File: src/verilog/phy_regs_defs.svh
`ifndef PHY_REGS_DEFS_SVH
`define PHY_REGS_DEFS_SVH

// ----------------------------------------------------------------------
// register offsets on the management interface
// ----------------------------------------------------------------------
`define BASIC_STATUS_OFS 5'h01
`define PHY_ID_HIGH_OFS 5'h02
`define PHY_ID_LOW_OFS 5'h03
`define ADVERT_OFS 5'h04

// ----------------------------------------------------------------------
// reset values and masks
// ----------------------------------------------------------------------
`define BASIC_STATUS_RESET 16'h7849
`define ADVERT_RESET 16'h01e1
`define ADVERT_WMASK 16'hadff

// ----------------------------------------------------------------------
// live field positions in the basic status word
// ----------------------------------------------------------------------
`define ST_AN_DONE_BIT 5
`define ST_RFAULT_BIT 4
`define ST_LINK_BIT 2
`define ST_JABBER_BIT 1

// ----------------------------------------------------------------------
// frame layout
// ----------------------------------------------------------------------
`define PREAMBLE_LEN 6'd32
`define HDR_LAST 4'd12
`define DATA_LAST 4'd15
`define OP_READ 2'b10
`define OP_WRITE 2'b01

`endif

File: src/verilog/phy_regs_pkg.sv
package phy_regs_pkg;

   // management frame sequencer
   typedef enum logic [1:0] {ST_IDLE, ST_HDR, ST_TA, ST_DATA} mgmt_state_t;

   // live state of the transceiver, same clock as the bank
   typedef struct packed {
      logic autoneg_done;
      logic link_up;
      logic remote_fault_evt;
      logic jabber_evt;
   } phy_status_t;

   // whole state of the bank
   typedef struct packed {
      mgmt_state_t fsm;
      logic [5:0] pre_cnt;
      logic pre_skip;
      logic [11:0] hdr;
      logic [3:0] bit_cnt;
      logic is_read;
      logic hit;
      logic [4:0] reg_addr;
      logic [15:0] shift;
      logic rf_latch;
      logic jab_latch;
      logic [15:0] advert;
      logic mdio_out;
      logic mdio_oe_n;
      logic mdc_prev;
   } bank_state_t;

endpackage

File: src/verilog/sync2.sv
`timescale 1ns/100ps
`default_nettype none

// two-stage synchroniser for pins from outside the clock domain
module sync2 #(
   parameter int W = 1
) (
   // clock and reset
   input wire logic clock,
   input wire logic rst,
   // pin side and clock side
   input wire logic [W-1:0] d,
   output logic [W-1:0] q
);

   logic [W-1:0] meta_r;

   // first stage feeds only the second one
   always_ff @(posedge clock or posedge rst) begin
      if (rst) begin
         meta_r <= '0;
         q <= '0;
      end else begin
         meta_r <= d;
         q <= meta_r;
      end
   end

endmodule

`default_nettype wire

File: src/verilog/phy_status_id_advert_regs.sv
// Functional notes
// basic status at 0x1 resets to 0x7849
// status bit 15 always reads zero
// status bits 14 to 11 read one
// bit 6 one; preamble needed once only
// host gives idle gap and one-bit
// bit 5 shows negotiation complete
// bit 4 latches fault, clears on read
// bit 3 reads one, negotiation able
// bit 2 shows valid link
// bit 1 shows jabber detected
// bit 0 reads one, extended registers
// id high at 0x2 fixed value
// id low holds oui, model, revision
// advert at 0x4 resets 0x1e1, bit15 rw
// software never sets advert bit 13
// advert bit 11 rw asymmetric pause
// advert bits 4-0 selector resets 0x1
// reserved bits read zero, ignore writes

// limitation: mdc must stay high and low for at least two core clocks,
// or an edge is lost in the synchroniser
`timescale 1ns/100ps
`default_nettype none
`include "phy_regs_defs.svh"

module phy_status_id_advert_regs #(
   parameter logic [15:0] OUI_HIGH = 16'h5a5a, // arbitrary value
   parameter logic [5:0] OUI_LOW = 6'h15, // arbitrary value
   parameter logic [5:0] MODEL_NUM = 6'h2b, // arbitrary value
   parameter logic [3:0] REVISION = 4'h3 // arbitrary value
) (
   // clock and reset
   input wire logic clock,
   input wire logic rst,
   // management pins
   input wire logic mdc,
   input wire logic mdio_in,
   output logic mdio_out,
   output logic mdio_oe_n,
   // station address straps
   input wire logic [4:0] phy_addr,
   // transceiver state
   input wire phy_regs_pkg::phy_status_t phy_status,
   // advertisement towards negotiation logic
   output logic [15:0] advert
);
   import phy_regs_pkg::*;

   // ----------------------------------------------------------------------
   // pin synchronisers
   // ----------------------------------------------------------------------
   logic mdc_s;
   logic mdio_s;
   logic [4:0] addr_s;

   // pins share one synchroniser so a data bit and its mdc edge stay aligned
   sync2 #(
      .W(7)
   ) u_sync (
      .clock(clock),
      .rst(rst),
      .d({mdc, mdio_in, phy_addr}),
      .q({mdc_s, mdio_s, addr_s})
   );

   // ----------------------------------------------------------------------
   // frame decode
   // ----------------------------------------------------------------------
   // whole state in one register; the next value is built in one process
   bank_state_t s_r;
   bank_state_t s_nxt;
   logic rise;
   logic [12:0] frame;
   logic [15:0] wdata;
   logic hdr_end;
   logic op_ok;
   logic rd_hit_end;
   logic status_rd;
   logic data_end;
   logic wr_commit;
   logic ta_bad;
   logic [15:0] rd_word;

   // mdc edge seen on the synchronised copy, third stage holds history
   assign rise = mdc_s & ~s_r.mdc_prev;
   assign frame = {s_r.hdr, mdio_s};
   assign wdata = {s_r.shift[14:0], mdio_s};
   assign hdr_end = rise && s_r.fsm == ST_HDR && s_r.bit_cnt == `HDR_LAST;
   assign op_ok = frame[11:10] == `OP_READ || frame[11:10] == `OP_WRITE;
   assign rd_hit_end = hdr_end && frame[12] && frame[11:10] == `OP_READ
      && frame[9:5] == addr_s;
   assign status_rd = rd_hit_end && frame[4:0] == `BASIC_STATUS_OFS;
   assign data_end = rise && s_r.fsm == ST_DATA && s_r.bit_cnt == `DATA_LAST;
   assign wr_commit = data_end && !s_r.is_read && s_r.hit;
   // a write turnaround must be one then zero; a read one is not ours
   assign ta_bad = rise && s_r.fsm == ST_TA && !s_r.is_read
      && (mdio_s != (s_r.bit_cnt == 4'd0));

   // ----------------------------------------------------------------------
   // read multiplexer
   // ----------------------------------------------------------------------
   // unmapped offsets read as zero
   always_comb begin
      rd_word = 16'h0000;
      unique case (frame[4:0])
         `BASIC_STATUS_OFS: begin
            rd_word = `BASIC_STATUS_RESET;
            rd_word[`ST_AN_DONE_BIT] = phy_status.autoneg_done;
            rd_word[`ST_RFAULT_BIT] = s_r.rf_latch;
            rd_word[`ST_LINK_BIT] = phy_status.link_up;
            rd_word[`ST_JABBER_BIT] = s_r.jab_latch;
         end
         `PHY_ID_HIGH_OFS: begin
            rd_word = OUI_HIGH;
         end
         `PHY_ID_LOW_OFS: begin
            rd_word = {OUI_LOW, MODEL_NUM, REVISION};
         end
         `ADVERT_OFS: begin
            rd_word = s_r.advert;
         end
         default: begin
            rd_word = 16'h0000;
         end
      endcase
   end

   // ----------------------------------------------------------------------
   // next state
   // ----------------------------------------------------------------------
   always_comb begin
      s_nxt = s_r;
      s_nxt.mdc_prev = mdc_s;
      // an event in the clearing cycle still sets the latch
      s_nxt.rf_latch = (status_rd ? 1'b0 : s_r.rf_latch)
         | phy_status.remote_fault_evt;
      s_nxt.jab_latch = (status_rd ? 1'b0 : s_r.jab_latch)
         | phy_status.jabber_evt;
      if (rise) begin
         unique case (s_r.fsm)
            ST_IDLE: begin
               if (mdio_s) begin
                  if (s_r.pre_cnt != `PREAMBLE_LEN) begin
                     s_nxt.pre_cnt = s_r.pre_cnt + 6'd1;
                  end
               end else begin
                  s_nxt.pre_cnt = 6'd0;
                  // suppressed preamble still needs one idle one-bit
                  if (s_r.pre_cnt == `PREAMBLE_LEN
                        || (s_r.pre_skip && s_r.pre_cnt != 6'd0)) begin
                     s_nxt.fsm = ST_HDR;
                     s_nxt.bit_cnt = 4'd0;
                  end
               end
            end
            ST_HDR: begin
               s_nxt.hdr = frame[11:0];
               s_nxt.bit_cnt = s_r.bit_cnt + 4'd1;
               if (s_r.bit_cnt == `HDR_LAST) begin
                  s_nxt.bit_cnt = 4'd0;
                  s_nxt.is_read = frame[11:10] == `OP_READ;
                  s_nxt.hit = frame[9:5] == addr_s;
                  s_nxt.reg_addr = frame[4:0];
                  // read data is a snapshot taken here, so a slow host sees one word
                  s_nxt.shift = rd_word;
                  if (!frame[12]) begin
                     s_nxt.fsm = ST_IDLE;
                  end else if (!op_ok) begin
                     s_nxt.fsm = ST_IDLE;
                     s_nxt.pre_skip = 1'b0;
                  end else begin
                     s_nxt.fsm = ST_TA;
                  end
               end
            end
            ST_TA: begin
               s_nxt.bit_cnt = s_r.bit_cnt + 4'd1;
               if (ta_bad) begin
                  s_nxt.fsm = ST_IDLE;
                  s_nxt.pre_skip = 1'b0;
               end else if (s_r.bit_cnt == 4'd0) begin
                  // second turnaround bit is driven low by us
                  if (s_r.is_read && s_r.hit) begin
                     s_nxt.mdio_out = 1'b0;
                     s_nxt.mdio_oe_n = 1'b0;
                  end
               end else begin
                  s_nxt.fsm = ST_DATA;
                  s_nxt.bit_cnt = 4'd0;
                  if (s_r.is_read && s_r.hit) begin
                     s_nxt.mdio_out = s_r.shift[15];
                     s_nxt.shift = {s_r.shift[14:0], 1'b0};
                  end
               end
            end
            ST_DATA: begin
               s_nxt.bit_cnt = s_r.bit_cnt + 4'd1;
               if (s_r.is_read) begin
                  if (s_r.hit) begin
                     s_nxt.mdio_out = s_r.shift[15];
                     s_nxt.shift = {s_r.shift[14:0], 1'b0};
                  end
               end else begin
                  // write data enters msb first and lands only at the last bit
                  s_nxt.shift = wdata;
               end
               if (s_r.bit_cnt == `DATA_LAST) begin
                  s_nxt.fsm = ST_IDLE;
                  s_nxt.pre_cnt = 6'd0;
                  s_nxt.mdio_oe_n = 1'b1;
                  s_nxt.mdio_out = 1'b1;
                  if (s_r.hit) begin
                     s_nxt.pre_skip = 1'b1;
                  end
                  // identifier and status writes fall away
                  // bit 13 stays writable; keeping it clear is up to software
                  if (wr_commit && s_r.reg_addr == `ADVERT_OFS) begin
                     s_nxt.advert = wdata & `ADVERT_WMASK;
                  end
               end
            end
         endcase
      end
   end

   // ----------------------------------------------------------------------
   // state register
   // ----------------------------------------------------------------------
   always_ff @(posedge clock or posedge rst) begin
      if (rst) begin
         s_r <= '0;
         s_r.fsm <= ST_IDLE;
         s_r.advert <= `ADVERT_RESET;
         s_r.mdio_out <= 1'b1;
         s_r.mdio_oe_n <= 1'b1;
      end else begin
         s_r <= s_nxt;
      end
   end

   // outputs come straight from the state register
   assign mdio_out = s_r.mdio_out;
   assign mdio_oe_n = s_r.mdio_oe_n;
   assign advert = s_r.advert;
endmodule

`default_nettype wire

File: config.mk
export PLATFORM = sky130hd
export DESIGN_NAME = phy_status_id_advert_regs
export DESIGN_NICKNAME = d
export VERILOG_FILES = /design/src/verilog/phy_regs_pkg.sv /design/src/verilog/sync2.sv /design/src/verilog/phy_status_id_advert_regs.sv
export VERILOG_INCLUDE_DIRS = /design/src /design/src/verilog
export SDC_FILE = /design/constraint.sdc
export NUM_CORES = 1
export LEC_CHECK = 0
export ABC_AREA = 0
export BUFFER_PORTS_ARGS = -buffer_cell sky130_fd_sc_hd__buf_2
export CAP_MARGIN = 10
export CORE_ASPECT_RATIO = 1.1
export CORE_MARGIN = 1
export CORE_UTILIZATION = 25
export DETAILED_ROUTE_END_ITERATION = 8
export GPL_TIMING_DRIVEN = 0
export HOLD_SLACK_MARGIN = 0.03
export PLACE_DENSITY = 0.48
export SLEW_MARGIN = 10
export SYNTH_ARGS = -nofsm -noshare
export SYNTH_HDL_FRONTEND = slang
export SYNTH_SLANG_ARGS = --single-unit
File: constraint.sdc
create_clock -name clock -period 2.85 [get_ports clock]
set_input_delay 0.285 -clock clock [delete_from_list [all_inputs] [get_ports clock]]
set_output_delay 0.285 -clock clock [all_outputs]
set_load 0.005 [all_outputs]
Word level (Yosys, flattened, before mapping)
Index checks and enable logic that the tools add are counted.
Operators by class
  add/subtract/negate cells: 2
  eq/ne operators: 33
  muxes and demuxes: 42
  bitwise operators: 4
  reduce and logical (&&, ||, !) cells: 35
Operators by type and width (number)
  $mux W16: 5
  $pmux W16 S4: 1
  $pmux W16 S3: 1
  $mux W27: 1
  $mux W2: 10
  $reduce_and A6 Y1: 3
  $logic_and A1 B1 Y1: 16
  $mux W4: 4
  $ne A2 B2 Y1 const B: 8
  $pmux W4 S4: 1
  $mux W1: 12
  $mux W6: 2
  $pmux W6 S2: 1
  $eq A5 B2 Y1 const B: 2
  $eq A5 B3 Y1 const B: 2
  $mux W9: 1
  $ne A3 B3 Y1 const B: 3
  $eq A4 B4 Y1 const B: 2
  $ne A2 B1 Y1 const B: 4
  $pmux W2 S4: 1
  $reduce_and A4 Y1: 2
  $reduce_and A8 Y1: 1
  $reduce_and A7 Y1: 1
  $add A6 B1 Y6 const B: 1
  other kinds (23): 31
Storage, ports and cells
  bits in registers: 80
  output and inout port bits: 18
  logic and storage cells: 133

Depth between registers and ports, before layout
Gate-level depths: netlist of the first run.
  depth in word-level cells: 10
  mapped depth: 10
  mapped depth without buffers: 7

By module
Synthesis of the first run repeated with hierarchy kept, for this count alone.
Second synthesis, totals
  cell total of the unflattened synthesis: 366
  area total of the unflattened synthesis: 4041.4 µm²
Modules (own cells, without submodules)
  phy_status_id_advert_regs: instances 1, cells an instance 351, area an instance 3687.3 µm², seq. area each 1660.3 µm²
  sync2: instances 1, cells an instance 15, area an instance 354.1 µm², seq. area each 350.3 µm²

Worst setup path before layout of the first run
OpenSTA, ideal clock, no wires.
  path type: register to register
  start: reg s_r[67] in the netlist's numbering
  end: reg s_r[22] in the netlist's numbering
  setup time: 73 ps
  arrival time: 2043 ps
  data required time: 2777 ps
  path slack: 734 ps
  stages on the path, launching flop included: 11
  path buffers: 3
  period minus slack after synthesis: 2116 ps
  cells stage by stage: dfrtp_1 -> inv_1 -> ha_1 -> buf_6 -> or2_1 -> buf_6 -> or4_4 -> buf_6 -> a21oi_2 -> a22oi_1 -> a21oi_2
On the way
  longest elaborated chain between the ends: 6
RTL lines
  from (decl): line phy_status_id_advert_regs.sv:71  | bank_state_t s_r;
  from (signal assigned): line phy_status_id_advert_regs.sv:238  | s_r <= s_nxt;
  $eq A2 B2 Y1: line phy_status_id_advert_regs.sv:97, phy_status_id_advert_regs.sv:141
  $logic_and A1 B1 Y1 (2 in series): line phy_status_id_advert_regs.sv:97  | assign ta_bad = rise && s_r.fsm == ST_TA && !s_r.is_read
  $logic_and A1 B1 Y1: line phy_status_id_advert_regs.sv:98  | && (mdio_s != (s_r.bit_cnt == 4'd0));
  $ne A2 B2 Y1 (no line)
  $reduce_and A7 Y1 (no line)
Several ways; a longest one is shown, not always the timed one.
A chain may end at the register's enable or synchronous reset.

Worst setup path in the final report of the first run
  start: reg u_sync.q[5]
  end: reg s_r[22] in the netlist's numbering
On the way
  longest elaborated chain between the ends: 4
RTL lines
  from (decl): line sync2.sv:13  | output logic [W-1:0] q
  from (signal assigned): line sync2.sv:25  | q <= meta_r;
  $eq A5 B3 Y1 (tied with other cells): line phy_status_id_advert_regs.sv:106  | unique case (frame[4:0])
  $pmux W16 S4 / $logic_and A1 B1 Y1 (equally long branches): line phy_status_id_advert_regs.sv:106, phy_status_id_advert_regs.sv:98
  $mux W27 / $ne A2 B2 Y1 (equally long branches)
  $pmux W16 S3 / $reduce_and A7 Y1 (equally long branches)
Several ways; a longest one is shown, not always the timed one. The select of a mux whose other input is x is not followed.

==> run metrics, run 1 <==
antenna diode count=0; power per standard cell area=531 nW/µm²; Hold Path Depth=1; width of the die=122 µm; upper clock frequency limit=417 MHz; die extent in y=134 µm; Root Driver=sky130_fd_sc_hd__clkbuf_16; Setup Viol. Count Final=0; first-pass GRT wire length=14800 µm; count of distinct cell types in the synthesized netlist=50; DRT iter0 DRCs=76; Wirelength per Cell=14.4 µm; worst hold slack across all endpoints=57.6 ps; final std cell area, no fill=4720 µm²; relative slew slack=0.174; setup slack, reg-to-reg=450 ps; proportion of power drawn by flip-flops and latches=0.465; startpoint of the worst-slack reg-to-reg timing path=u_sync.q[5]; Post-synth EDFFs=0; Async S/R FF share, synth=1.00; average via count per standard cell=4.61; Max VDD drop=335 µV; syn avg cell area=10.8 µm²; Post-CTS Resized=0; buffers from clock root to sink, at most=2; I/O Buffers=27; FF-to-FF path depth=6; period utilisation layout=0.842; Core Rows=47; kind of capture point of the worst setup path=flip-flop; aggregate negative setup slack=0 ps; number of warnings issued by yosys=0; number of synthesized register bits=80; ANT nets after route=0; startpoint of the worst hold path=phy_addr[1]; residual overflow from global routing=0; boundary pin count=31; count of filler cells inserted in the layout=1587; total of max-cap violations=0; Final Hold Viols=0; post-placement setup slack=430 ps; TritonCTS buffer count=9; vias in the first global route=2851; switching fraction of total power=0.211; Initial Utilization=0.259; endpoint of the worst hold path=u_sync.meta_r[1]; terminus of the critical flop-to-flop path=s_r[22]; multi-input gate area in the final layout=1690 µm²; initial antenna violation count=0; H-Tree Depth=3; number of clock sinks seen by CTS=80; Die Outline Area=16400 µm²; area overhead of the layout relative to synthesis=18.9%; cell area after synthesis=3970 µm²; area used by sequential logic in the layout=2010 µm²; share of the yosys chip area belonging to registers=0.507; transition time of the tightest slew-check pin=1240 ps; RSZ-0062 raised after global routing=false; leakage power of the design=2.09 nW; proportion of power drawn by combinational gates=0.037; P_sw=0.528 mW; run status=finished clean; vias after detailed routing=2817; fin nets=434; Crit path arrival time=2670 ps; placement-stage cell area=4380 µm²; startpoint types=flip-flop; RePlAce Congestion=0.748; number of DRC violations after detailed routing=0; Tot GR Track Use=0.117; number of iterations in the first detailed-routing pass=4; Post-Synthesis Cells=368; internal power contribution=1.98 mW; Max Transition Viols Final=0; Final HPWL DP=6180 µm; startpoint-to-endpoint class of the critical path=reg2reg; pin count of the biggest net entering global routing=46; clock network latency to the later pin of the worst-skew pair=330 ps; share of final-layout standard cells stronger than drive strength 1=0.296; final worst slack=450 ps; CTS tree=done; shortest period the worst path allows=2400 ps; CTS Hold Buffers Added=1; critical path required time=3120 ps; Worst-path clk slew=60 ps; Worst Skew=8.15 ps; type of the most critical hold path=in2reg; clock network fraction of total power=0.498; Post CTS Setup Buffer Count=0; Worst Path Max Fanout=10; Synth Flop Type=sky130_fd_sc_hd__dfrtp_1; Routed Wire Length=8780 µm; Core ar.=15300 µm²
==> power by group through the flow <==
stage	Clock, mW	Sequential (mW)	Combinational, mW
finish	1.25	1.17	0.0917
global route	1.34	1.17	0.106
CTS	1.29	1.17	0.0954
detailed placement	0	1.19	0.0941
global placement	0	1.19	0.0871
floorplan	0	1.18	0.0603
==> cells in the mapped netlist, drive strengths merged, types with 4 or more instances <==
cell type | n | area, µm²
a22oi | 10 | 75.1
nand2b | 4 | 25.0
nor4bb | 4 | 40.0
buf | 29 | 205
nand2 | 18 | 67.6
inv | 14 | 52.6
dfrtp | 73 | 1830
nor3 | 5 | 35.0
nor2b | 6 | 37.5
ha | 11 | 138
nor2 | 25 | 93.8
dfstp | 7 | 184
clkbuf | 4 | 15.0
mux2 | 31 | 349
a21oi | 35 | 201
nand3 | 16 | 80.1
o21ai | 19 | 95.1
o22ai | 5 | 31.3
==> cells by family (layout without fill, tap and decap cells) <==
kind of cell / count (synthesis) / in the layout / share of synthesized area
xor+xnor: 5 / 5 / 0.0110
simple gates: 99 / 99 / 0.138
flops: 80 / 80 / 0.507
buf+inv: 47 / 92 / 0.0688
compound gates: 92 / 92 / 0.146
other cells: 1 / 3 / 0.000945
fa+ha+maj: 11 / 11 / 0.0347
mux: 33 / 33 / 0.0931
==> state kept, by name (all words and copies together) (netlist names) <==
register / count
frame: 12
advert: 13
s_r: 39
mdio_out: 1
u_sync.q: 7
u_sync.meta_r: 7
mdio_oe_n: 1
==> critical path: stages (launching register included) <==
cell	delay (ps)
sky130_fd_sc_hd__dfrtp_1	410
sky130_fd_sc_hd__clkbuf_1	270
sky130_fd_sc_hd__nor3b_1	1060
sky130_fd_sc_hd__inv_1	140
sky130_fd_sc_hd__a21oi_2	220
sky130_fd_sc_hd__a22oi_1	100
sky130_fd_sc_hd__a21oi_2	130
==> stage by stage <==
stage | utilization | total power, mW | cells
2_1_floorplan | - | 1.24 | 370
3_3_place_gp | 0.285 | 1.27 | 593
3_5_place_dp | 0.287 | 1.28 | 594
4_1_cts | 0.309 | 2.55 | 611
5_1_grt | 0.309 | 2.61 | 611
6_report | 0.309 | 2.51 | 611
==> placed cells by master, fill, tap and decap left out, types with 3 or more instances in the layout <==
master                      synthesis  layout
sky130_fd_sc_hd__ha_1              11      11
sky130_fd_sc_hd__dfrtp_1           73      73
sky130_fd_sc_hd__clkbuf_16          0       9
sky130_fd_sc_hd__xnor2_1            3       3
sky130_fd_sc_hd__o22ai_1            5       5
sky130_fd_sc_hd__nor2_1            25      25
sky130_fd_sc_hd__conb_1             1       3
sky130_fd_sc_hd__nand2b_1           4       4
sky130_fd_sc_hd__nor2b_1            6       6
sky130_fd_sc_hd__nand4_1            3       3
sky130_fd_sc_hd__a31oi_1            3       3
sky130_fd_sc_hd__nor4bb_1           4       4
sky130_fd_sc_hd__a32oi_1            3       3
sky130_fd_sc_hd__clkbuf_1           4       5
sky130_fd_sc_hd__buf_6              3       3
sky130_fd_sc_hd__a21oi_1           28      28
sky130_fd_sc_hd__nor3b_1            3       3
sky130_fd_sc_hd__buf_4             17      17
sky130_fd_sc_hd__inv_1             14      13
sky130_fd_sc_hd__nand3b_1           3       3
sky130_fd_sc_hd__dfstp_2            7       7
sky130_fd_sc_hd__o21ai_0           19      19
sky130_fd_sc_hd__buf_2              8      35
sky130_fd_sc_hd__a21o_1             3       3
sky130_fd_sc_hd__nand3_1           16      16
sky130_fd_sc_hd__mux2_2            31      31
sky130_fd_sc_hd__nand2_1           18      18
sky130_fd_sc_hd__nor4b_1            3       3
sky130_fd_sc_hd__a21oi_2            7       7
sky130_fd_sc_hd__a211oi_1           3       3
sky130_fd_sc_hd__a22oi_1           10      10
sky130_fd_sc_hd__nor3_1             3       3
==> layer usage <==
layer,track usage,up-vias,part of all wire
met4,0.0515,0,0.019
li1,-,1387,-
met1,0.156,1378,0.49
met5,0,-,0
met3,0.0238,13,0.027
met2,0.183,39,0.47
==> worst max path at each step <==
stage,from,to,depth (start not counted)
2_1_floorplan,rst,advert[10],1
3_3_place_gp,rst,s_r[65],2
3_5_place_dp,u_sync.q[5],s_r[25],6
4_1_cts,u_sync.q[5],s_r[25],6
5_1_grt,u_sync.q[5],s_r[25],6
6_report,u_sync.q[5],s_r[22],6
==> cell type report <==
| type | instances | share of cell area |
|---|---|---|
| multi-input cells | 243 | 0.358 |
| inverters | 14 | 0.0117 |
| clock inverters | 5 | 0.0170 |
| well taps | 196 | 0.0520 |
| flip-flops and latches | 80 | 0.426 |
| plain buffers | 33 | 0.0467 |
| repair buffers | 29 | 0.0366 |
| clock buffers | 11 | 0.0515 |
Note: power is estimated with default switching activity, not from simulation.
==> run 2: changes to the inputs <==
--- a/config.mk
+++ b/config.mk
@@ -15,7 +15,7 @@
 export DETAILED_ROUTE_END_ITERATION = 8
 export GPL_TIMING_DRIVEN = 0
 export HOLD_SLACK_MARGIN = 0.03
-export PLACE_DENSITY = 0.48
+export PLACE_DENSITY = 0.49
 export SLEW_MARGIN = 10
 export SYNTH_ARGS = -nofsm -noshare
 export SYNTH_HDL_FRONTEND = slang
==> constraint.sdc (replaced) <==
create_clock -name clock -period 2.1 [get_ports clock]
set_input_delay 0.21 -clock clock [delete_from_list [all_inputs] [get_ports clock]]
set_output_delay 0.21 -clock clock [all_outputs]
set_load 0.005 [all_outputs]
==> run 2 against run 1 <==
  * Die area unchanged
  * Via count increased by 3.3%
  * Core utilization increased by 2.1 points
  * Flip-flop and latch count unchanged
  * Clock skew decreased by 1.7 ps
  * Worst hold slack got worse by 48 ps
  * Routed wire length increased by 3.9%
  * Clock-buffer cell count increased by 3
  * Sequential share of layout area decreased by 2.6 points
  * Critical endpoint unchanged
==> run metrics, run 2 (synthesis results as in run 1) <==
top library cells by usage in the layout, fill and taps aside=72 x sky130_fd_sc_hd__dfrtp_1, 31 x sky130_fd_sc_hd__buf_2, 31 x sky130_fd_sc_hd__mux2_2; Most flops, register=s_r; Final Hold Viols=0 (unchanged); upper clock frequency limit=490 MHz (+18%); boundary pin count=31 (unchanged); ANT nets after route=0 (unchanged); most frequent standard cell in the layout excluding fill and tap cells=sky130_fd_sc_hd__dfrtp_1; transition time of the tightest slew-check pin=777 ps (-459 ps); I/O Buffers=27 (unchanged); number of iterations in the first detailed-routing pass=4 (unchanged); H-Tree Depth=3 (unchanged); period utilisation layout=0.972 (+0.130); setup slack, reg-to-reg=60 ps (-390 ps); worst setup path start=s_r[68]; pin count of the biggest net entering global routing=34 (-26%); count of filler cells inserted in the layout=1540 (-3.0%); leakage power of the design=2.17 nW (+4.0%); Largest register FFs=39 (unchanged); instance count on the critical path=7 (+1); Tot GR Track Use=0.122 (+0.00540); antenna diode count=0 (unchanged); CTS tree=done; DRT iter0 DRCs=116 (+53%); RePlAce Congestion=0.771 (+3.0%); residual overflow from global routing=0 (unchanged); clock network latency to the later pin of the worst-skew pair=340 ps (about the same); Root Driver=sky130_fd_sc_hd__clkbuf_16; first-pass GRT wire length=15500 µm (+4.8%); width of the die=122 µm (unchanged); vias after detailed routing=2909 (+3.3%); power per standard cell area=663 nW/µm² (+25%); number of clock sinks seen by CTS=80 (unchanged); Die Outline Area=16400 µm² (unchanged); TritonCTS buffer count=9 (unchanged); Critical Path End=s_r[22]; Worst Path Max Fanout=8 (-2); critical path's top delay family=simple AND/OR/NAND/NOR gates; crit-path max cell delay=600 ps (-460 ps); sequence of cells on the critical path=ha_2 -> buf_6 -> or2_4 -> or4_4 -> a21oi_4 -> a22oi_2 -> a21oi_2; die extent in y=134 µm (unchanged); utilization after layout=0.329 (+0.0205); Initial Utilization=0.259 (unchanged); shortest period the worst path allows=2040 ps (-358 ps); Max Transition Viols Final=0 (unchanged); startpoint of the worst-slack reg-to-reg timing path=s_r[68]; type of the most critical hold path=in2async; Worst Skew=6.41 ps (-1.74 ps); Core Rows=47 (unchanged); area overhead of the layout relative to synthesis=26.8%; Max VDD drop=385 µV (+15%); kind of capture point of the worst setup path=flip-flop; number of buffer and inverter stages on the critical path=1 (-1); buffers from clock root to sink, at most=2 (unchanged); Crit path arrival time=2310 ps (-360 ps); RSZ-0062 raised after global routing=true; run status=finished clean; Setup Viol. Count Final=0 (unchanged); critical path required time=2370 ps (-750 ps); number of DRC violations after detailed routing=0 (unchanged); Worst-path clk slew=60 ps (about the same); startpoint types=flip-flop; Routed Wire Length=9120 µm (+3.9%); Placed Cells=595 (+0.17%); terminus of the critical flop-to-flop path=s_r[22]; Non-Filler Instances=626 (+2.5%); average via count per standard cell=4.65 (+0.79%); startpoint-to-endpoint class of the critical path=reg2reg; relative slew slack=0.481 (+0.307); FF-to-FF path depth=7 (+1); standard cell with the maximum stage delay on the critical path=sky130_fd_sc_hd__or4_4; aggregate negative setup slack=0 ps (unchanged); initial antenna violation count=0 (unchanged); share of final-layout standard cells stronger than drive strength 1=0.365 (+0.0687); fin nets=449 (+3.5%); Final HPWL DP=6240 µm (+1.0%); vias in the first global route=2969 (+4.1%); Core ar.=15300 µm² (unchanged); total of max-cap violations=0 (unchanged); Wirelength per Cell=14.6 µm (+1.4%)
==> run 2: cell count changes in the layout (fill, tap and decap cells not counted), moves of 3 or more <==
cell / before / now
sky130_fd_sc_hd__buf_2: 35 / 31
sky130_fd_sc_hd__buf_4: 17 / 28
sky130_fd_sc_hd__dlygate4sd3_1: 1 / 7
sky130_fd_sc_hd__ha_1: 11 / 8
sky130_fd_sc_hd__nor2_1: 25 / 22
==> run 2: through the flow <==
stage | hold WS, ps | setup WS (ps) | power (mW) | area (µm²)
finish | 9.39 | 58.0 | 3.34 | 5030
global route | 63.2 | -25.0 | 3.46 | 5030
CTS | 34.3 | -62.3 | 3.38 | 4930
detailed placement | 319 | -397 | 1.74 | 4410
global placement | 320 | -291 | 1.73 | 4360
floorplan | 241 | 19.0 | 1.69 | 3980
==> run 2: worst register-to-register path: cells and delay by family (launching register included) <==
family                     cells  cell delay, ps
DFF                            1             440
and+or+nand+nor                2             840
AOI/OAI and AO/OA              3             410
buffers and inverters          1             120
adders and majority gates      1             190
==> run 2: power by group <==
group	switching, mW	leakage, nW	internal [mW]
Combinational	0.0863	0.997	0.0683
Clock	0.610	0.143	0.988
Sequential	0.0183	1.03	1.57
==> run 2: cell type report <==
type | count | area (µm²) | share of cell area
multi-input combinational | 243 | 1870 | 0.371
buffer | 30 | 213 | 0.0423
inverter | 14 | 56.3 | 0.0112
timing repair buffer | 47 | 335 | 0.0667
clock inverter | 2 | 37.5 | 0.00746
tap | 196 | 245 | 0.0487
clock buffer | 14 | 264 | 0.0525
sequential | 80 | 2010 | 0.400
==> run 2: metal layers <==
metal / part of all wire / track usage
met1: 0.47 / 0.163
met4: 0.015 / 0.0664
met2: 0.48 / 0.188
met3: 0.035 / 0.0204
met5: 0 / 0
==> run 2: worst min-delay path by stage <==
| stage | from | end | depth (start not counted) |
|---|---|---|---|
| floorplan | phy_addr[0] | u_sync.meta_r[0] | 0 |
| global placement | phy_addr[4] | u_sync.meta_r[4] | 1 |
| detailed placement | phy_addr[1] | u_sync.meta_r[1] | 1 |
| CTS | rst | advert[3] | 2 |
| global route | rst | advert[3] | 2 |
| finish | rst | advert[3] | 2 |
==> run 2: what timing repair did <==
action                     4_1_cts  5_1_grt
hold endpoints to repair         7        0
pin swaps                       18        8
buffers inserted                 9        2
cloned                           0        0
resized for setup               19       26
setup endpoints to repair       37       53
hold buffers                     7        0
==> run 3: changes to the inputs <==
--- a/config.mk
+++ b/config.mk
@@ -8,7 +8,7 @@
 export LEC_CHECK = 0
 export ABC_AREA = 0
 export BUFFER_PORTS_ARGS = -buffer_cell sky130_fd_sc_hd__buf_2
-export CAP_MARGIN = 10
+export CAP_MARGIN = 20
 export CORE_ASPECT_RATIO = 1.1
 export CORE_MARGIN = 1
 export CORE_UTILIZATION = 25
==> constraint.sdc (replaced) <==
create_clock -name clock -period 2.1 [get_ports clock]
set_input_delay 0.105 -clock clock [delete_from_list [all_inputs] [get_ports clock]]
set_output_delay 0.105 -clock clock [all_outputs]
set_load 0.005 [all_outputs]
==> run 3 against run 2 <==
  * Worst setup slack better by 32 ps
  * Non-clock buffer count up 1
  * Global-route usage down 0.27 points
  * Die area did not move
  * Worst hold slack gained 250 ps
  * First-iteration DRC count up 6.0%
  * Core utilization grew 0.16 points
  * Cell area up 0.50%
  * Total power up 5.0%
  * Maximum frequency rose by 1.6%
  * Clock power is 10% higher
  * Via count barely moved
==> run metrics, run 3 (synthesis results as in run 1) <==
boundary pin count=31 (unchanged); amount of wire on met2 after detailed routing=4370 µm (-0.88%); buffers from clock root to sink, at most=2 (unchanged); shortest period the worst path allows=2010 ps (-32.2 ps); relative slew slack=0.490 (+0.00980); Tot GR Track Use=0.120 (-0.00267); transition time of the tightest slew-check pin=763 ps (-14.7 ps); Setup Viol. Count Final=0 (unchanged); placement-stage cell area=4410 µm² (+0.11%); run status=finished clean; Worst-path clk slew=60 ps (about the same); ANT nets after route=0 (unchanged); Max VDD drop=342 µV (-11%); DRT iter0 DRCs=123 (+6.0%); width of the die=122 µm (unchanged); antenna diode count=0 (unchanged); type of the most critical hold path=in2reg; residual overflow from global routing=0 (unchanged); pin count of the biggest net entering global routing=34 (unchanged); Worst Path Max Fanout=8 (unchanged); Max Transition Viols Final=0 (unchanged); Final Hold Viols=0 (unchanged); highest signal layer in the routed design=met4; total of max-cap violations=0 (unchanged); most frequent standard cell in the layout excluding fill and tap cells=sky130_fd_sc_hd__dfrtp_1; first-pass GRT wire length=15100 µm (-2.5%); average via count per standard cell=4.64 (about the same); vias in the first global route=2923 (-1.5%); upper clock frequency limit=498 MHz (+1.6%); startpoint of the worst-slack reg-to-reg timing path=s_r[44]; Root Driver=sky130_fd_sc_hd__clkbuf_16; RePlAce Congestion=0.771 (unchanged); clock network latency to the later pin of the worst-skew pair=340 ps (about the same); initial antenna violation count=0 (unchanged); final std cell area, no fill=5060 µm² (+0.50%); Largest register FFs=39 (unchanged); aggregate negative setup slack=0 ps (unchanged); top library cells by usage in the layout, fill and taps aside=71 x sky130_fd_sc_hd__dfrtp_1, 32 x sky130_fd_sc_hd__buf_2, 31 x sky130_fd_sc_hd__mux2_2; number of DRC violations after detailed routing=0 (unchanged); Core Rows=47 (unchanged); startpoint-to-endpoint class of the critical path=reg2reg; period utilisation layout=0.957 (-0.0153); kind of capture point of the worst setup path=flip-flop; Wirelength per Cell=14.5 µm (-0.61%); RSZ-0062 raised after global routing=false; Core ar.=15300 µm² (unchanged); Die Outline Area=16400 µm² (unchanged); vias after detailed routing=2911 (+0.069%); startpoint types=flip-flop; Most flops, register=s_r; Final HPWL DP=6240 µm (about the same); number of iterations in the first detailed-routing pass=4 (unchanged); metal1 wirelength=4200 µm (-1.1%); startpoint of the worst hold path=phy_status[3]; fin nets=450 (+0.22%); Worst Skew=5.63 ps (-0.783 ps); Initial Utilization=0.259 (unchanged); critical path required time=2380 ps (about the same); H-Tree Depth=3 (unchanged); share of final-layout standard cells stronger than drive strength 1=0.362 (-0.00317); power per standard cell area=693 nW/µm² (+4.4%); TritonCTS buffer count=9 (unchanged); I/O Buffers=27 (unchanged); CTS tree=done; number of clock sinks seen by CTS=80 (unchanged); Routed Wire Length=9080 µm (-0.45%); leakage power of the design=2.18 nW (+0.40%); DR WL met3=326 µm (+3.5%); area overhead of the layout relative to synthesis=27.5%; Crit path arrival time=2290 ps (-20 ps); total power draw=3.50 mW (+5.0%); worst setup path start=s_r[44]; die extent in y=134 µm (unchanged); utilization after layout=0.331 (+0.00164)
run 3: cell types whose count changed in the layout (fill, tap and decap cells not counted), sizes merged:
cell | before | now
buf | 65 | 64
bufinv | 1 | 2
clkbuf | 19 | 18
clkinvlp | 2 | 1
dlygate4sd3 | 7 | 10
run 3: through the flow:
step / worst slack (ps) / hold slack, ps / instances
2_1_floorplan: 19.0 / 136 / 370
3_3_place_gp: -291 / 215 / 593
3_5_place_dp: -251 / 214 / 596
4_1_cts: -66.9 / 249 / 629
5_1_grt: 3.14 / 301 / 627
6_report: 90.1 / 262 / 627
run 3: worst max-delay path: stages, from the launching register on:
cell	delay, ps
sky130_fd_sc_hd__dfrtp_1	400
sky130_fd_sc_hd__inv_1	120
sky130_fd_sc_hd__ha_2	240
sky130_fd_sc_hd__nand3_2	180
sky130_fd_sc_hd__or4_4	570
sky130_fd_sc_hd__a21oi_4	190
sky130_fd_sc_hd__a22oi_2	100
sky130_fd_sc_hd__a21oi_2	140
run 3: per-layer routing:
metal / global-route usage / up-vias
li1: - / 1418
met1: 0.158 / 1425
met2: 0.185 / 55
met3: 0.0247 / 13
met4: 0.0596 / 0
met5: 0 / -
run 3: final cells by class:
class | count | area, µm²
sequential | 80 | 2010
buffer | 29 | 200
tap | 196 | 245
multi-input combinational | 243 | 1850
fill | 1536 | 10200
clock buffer | 14 | 274
inverter | 14 | 56.3
clock inverter | 2 | 60.1
timing repair buffer | 49 | 355
run 3: worst paths after layout:
path	end	slack (ps)	cells past startpoint
worst max-delay path	s_r[25]	90	7
worst min-delay path	s_r[26]	260	5
worst max register to register	s_r[25]	90	7
worst min register to register	u_sync.q[3]	350	0
max in group asynchronous	advert[0]	1010	4
min in group asynchronous	advert[3]	440	3
run 3: repair_timing:
action,CTS,global route
gates resized for setup,23,19
hold buffers,10,0
buffers inserted,8,1
endpoints found under the hold margin,36,0
cloned,0,0
endpoints found under the setup margin,36,51
pin swaps,18,8
run 3: where the power goes:
part / leakage, nW / internal [mW] / switching [mW]
Clock: 0.163 / 1.14 / 0.620
Combinational: 0.988 / 0.0718 / 0.0859
Sequential: 1.03 / 1.57 / 0.0184
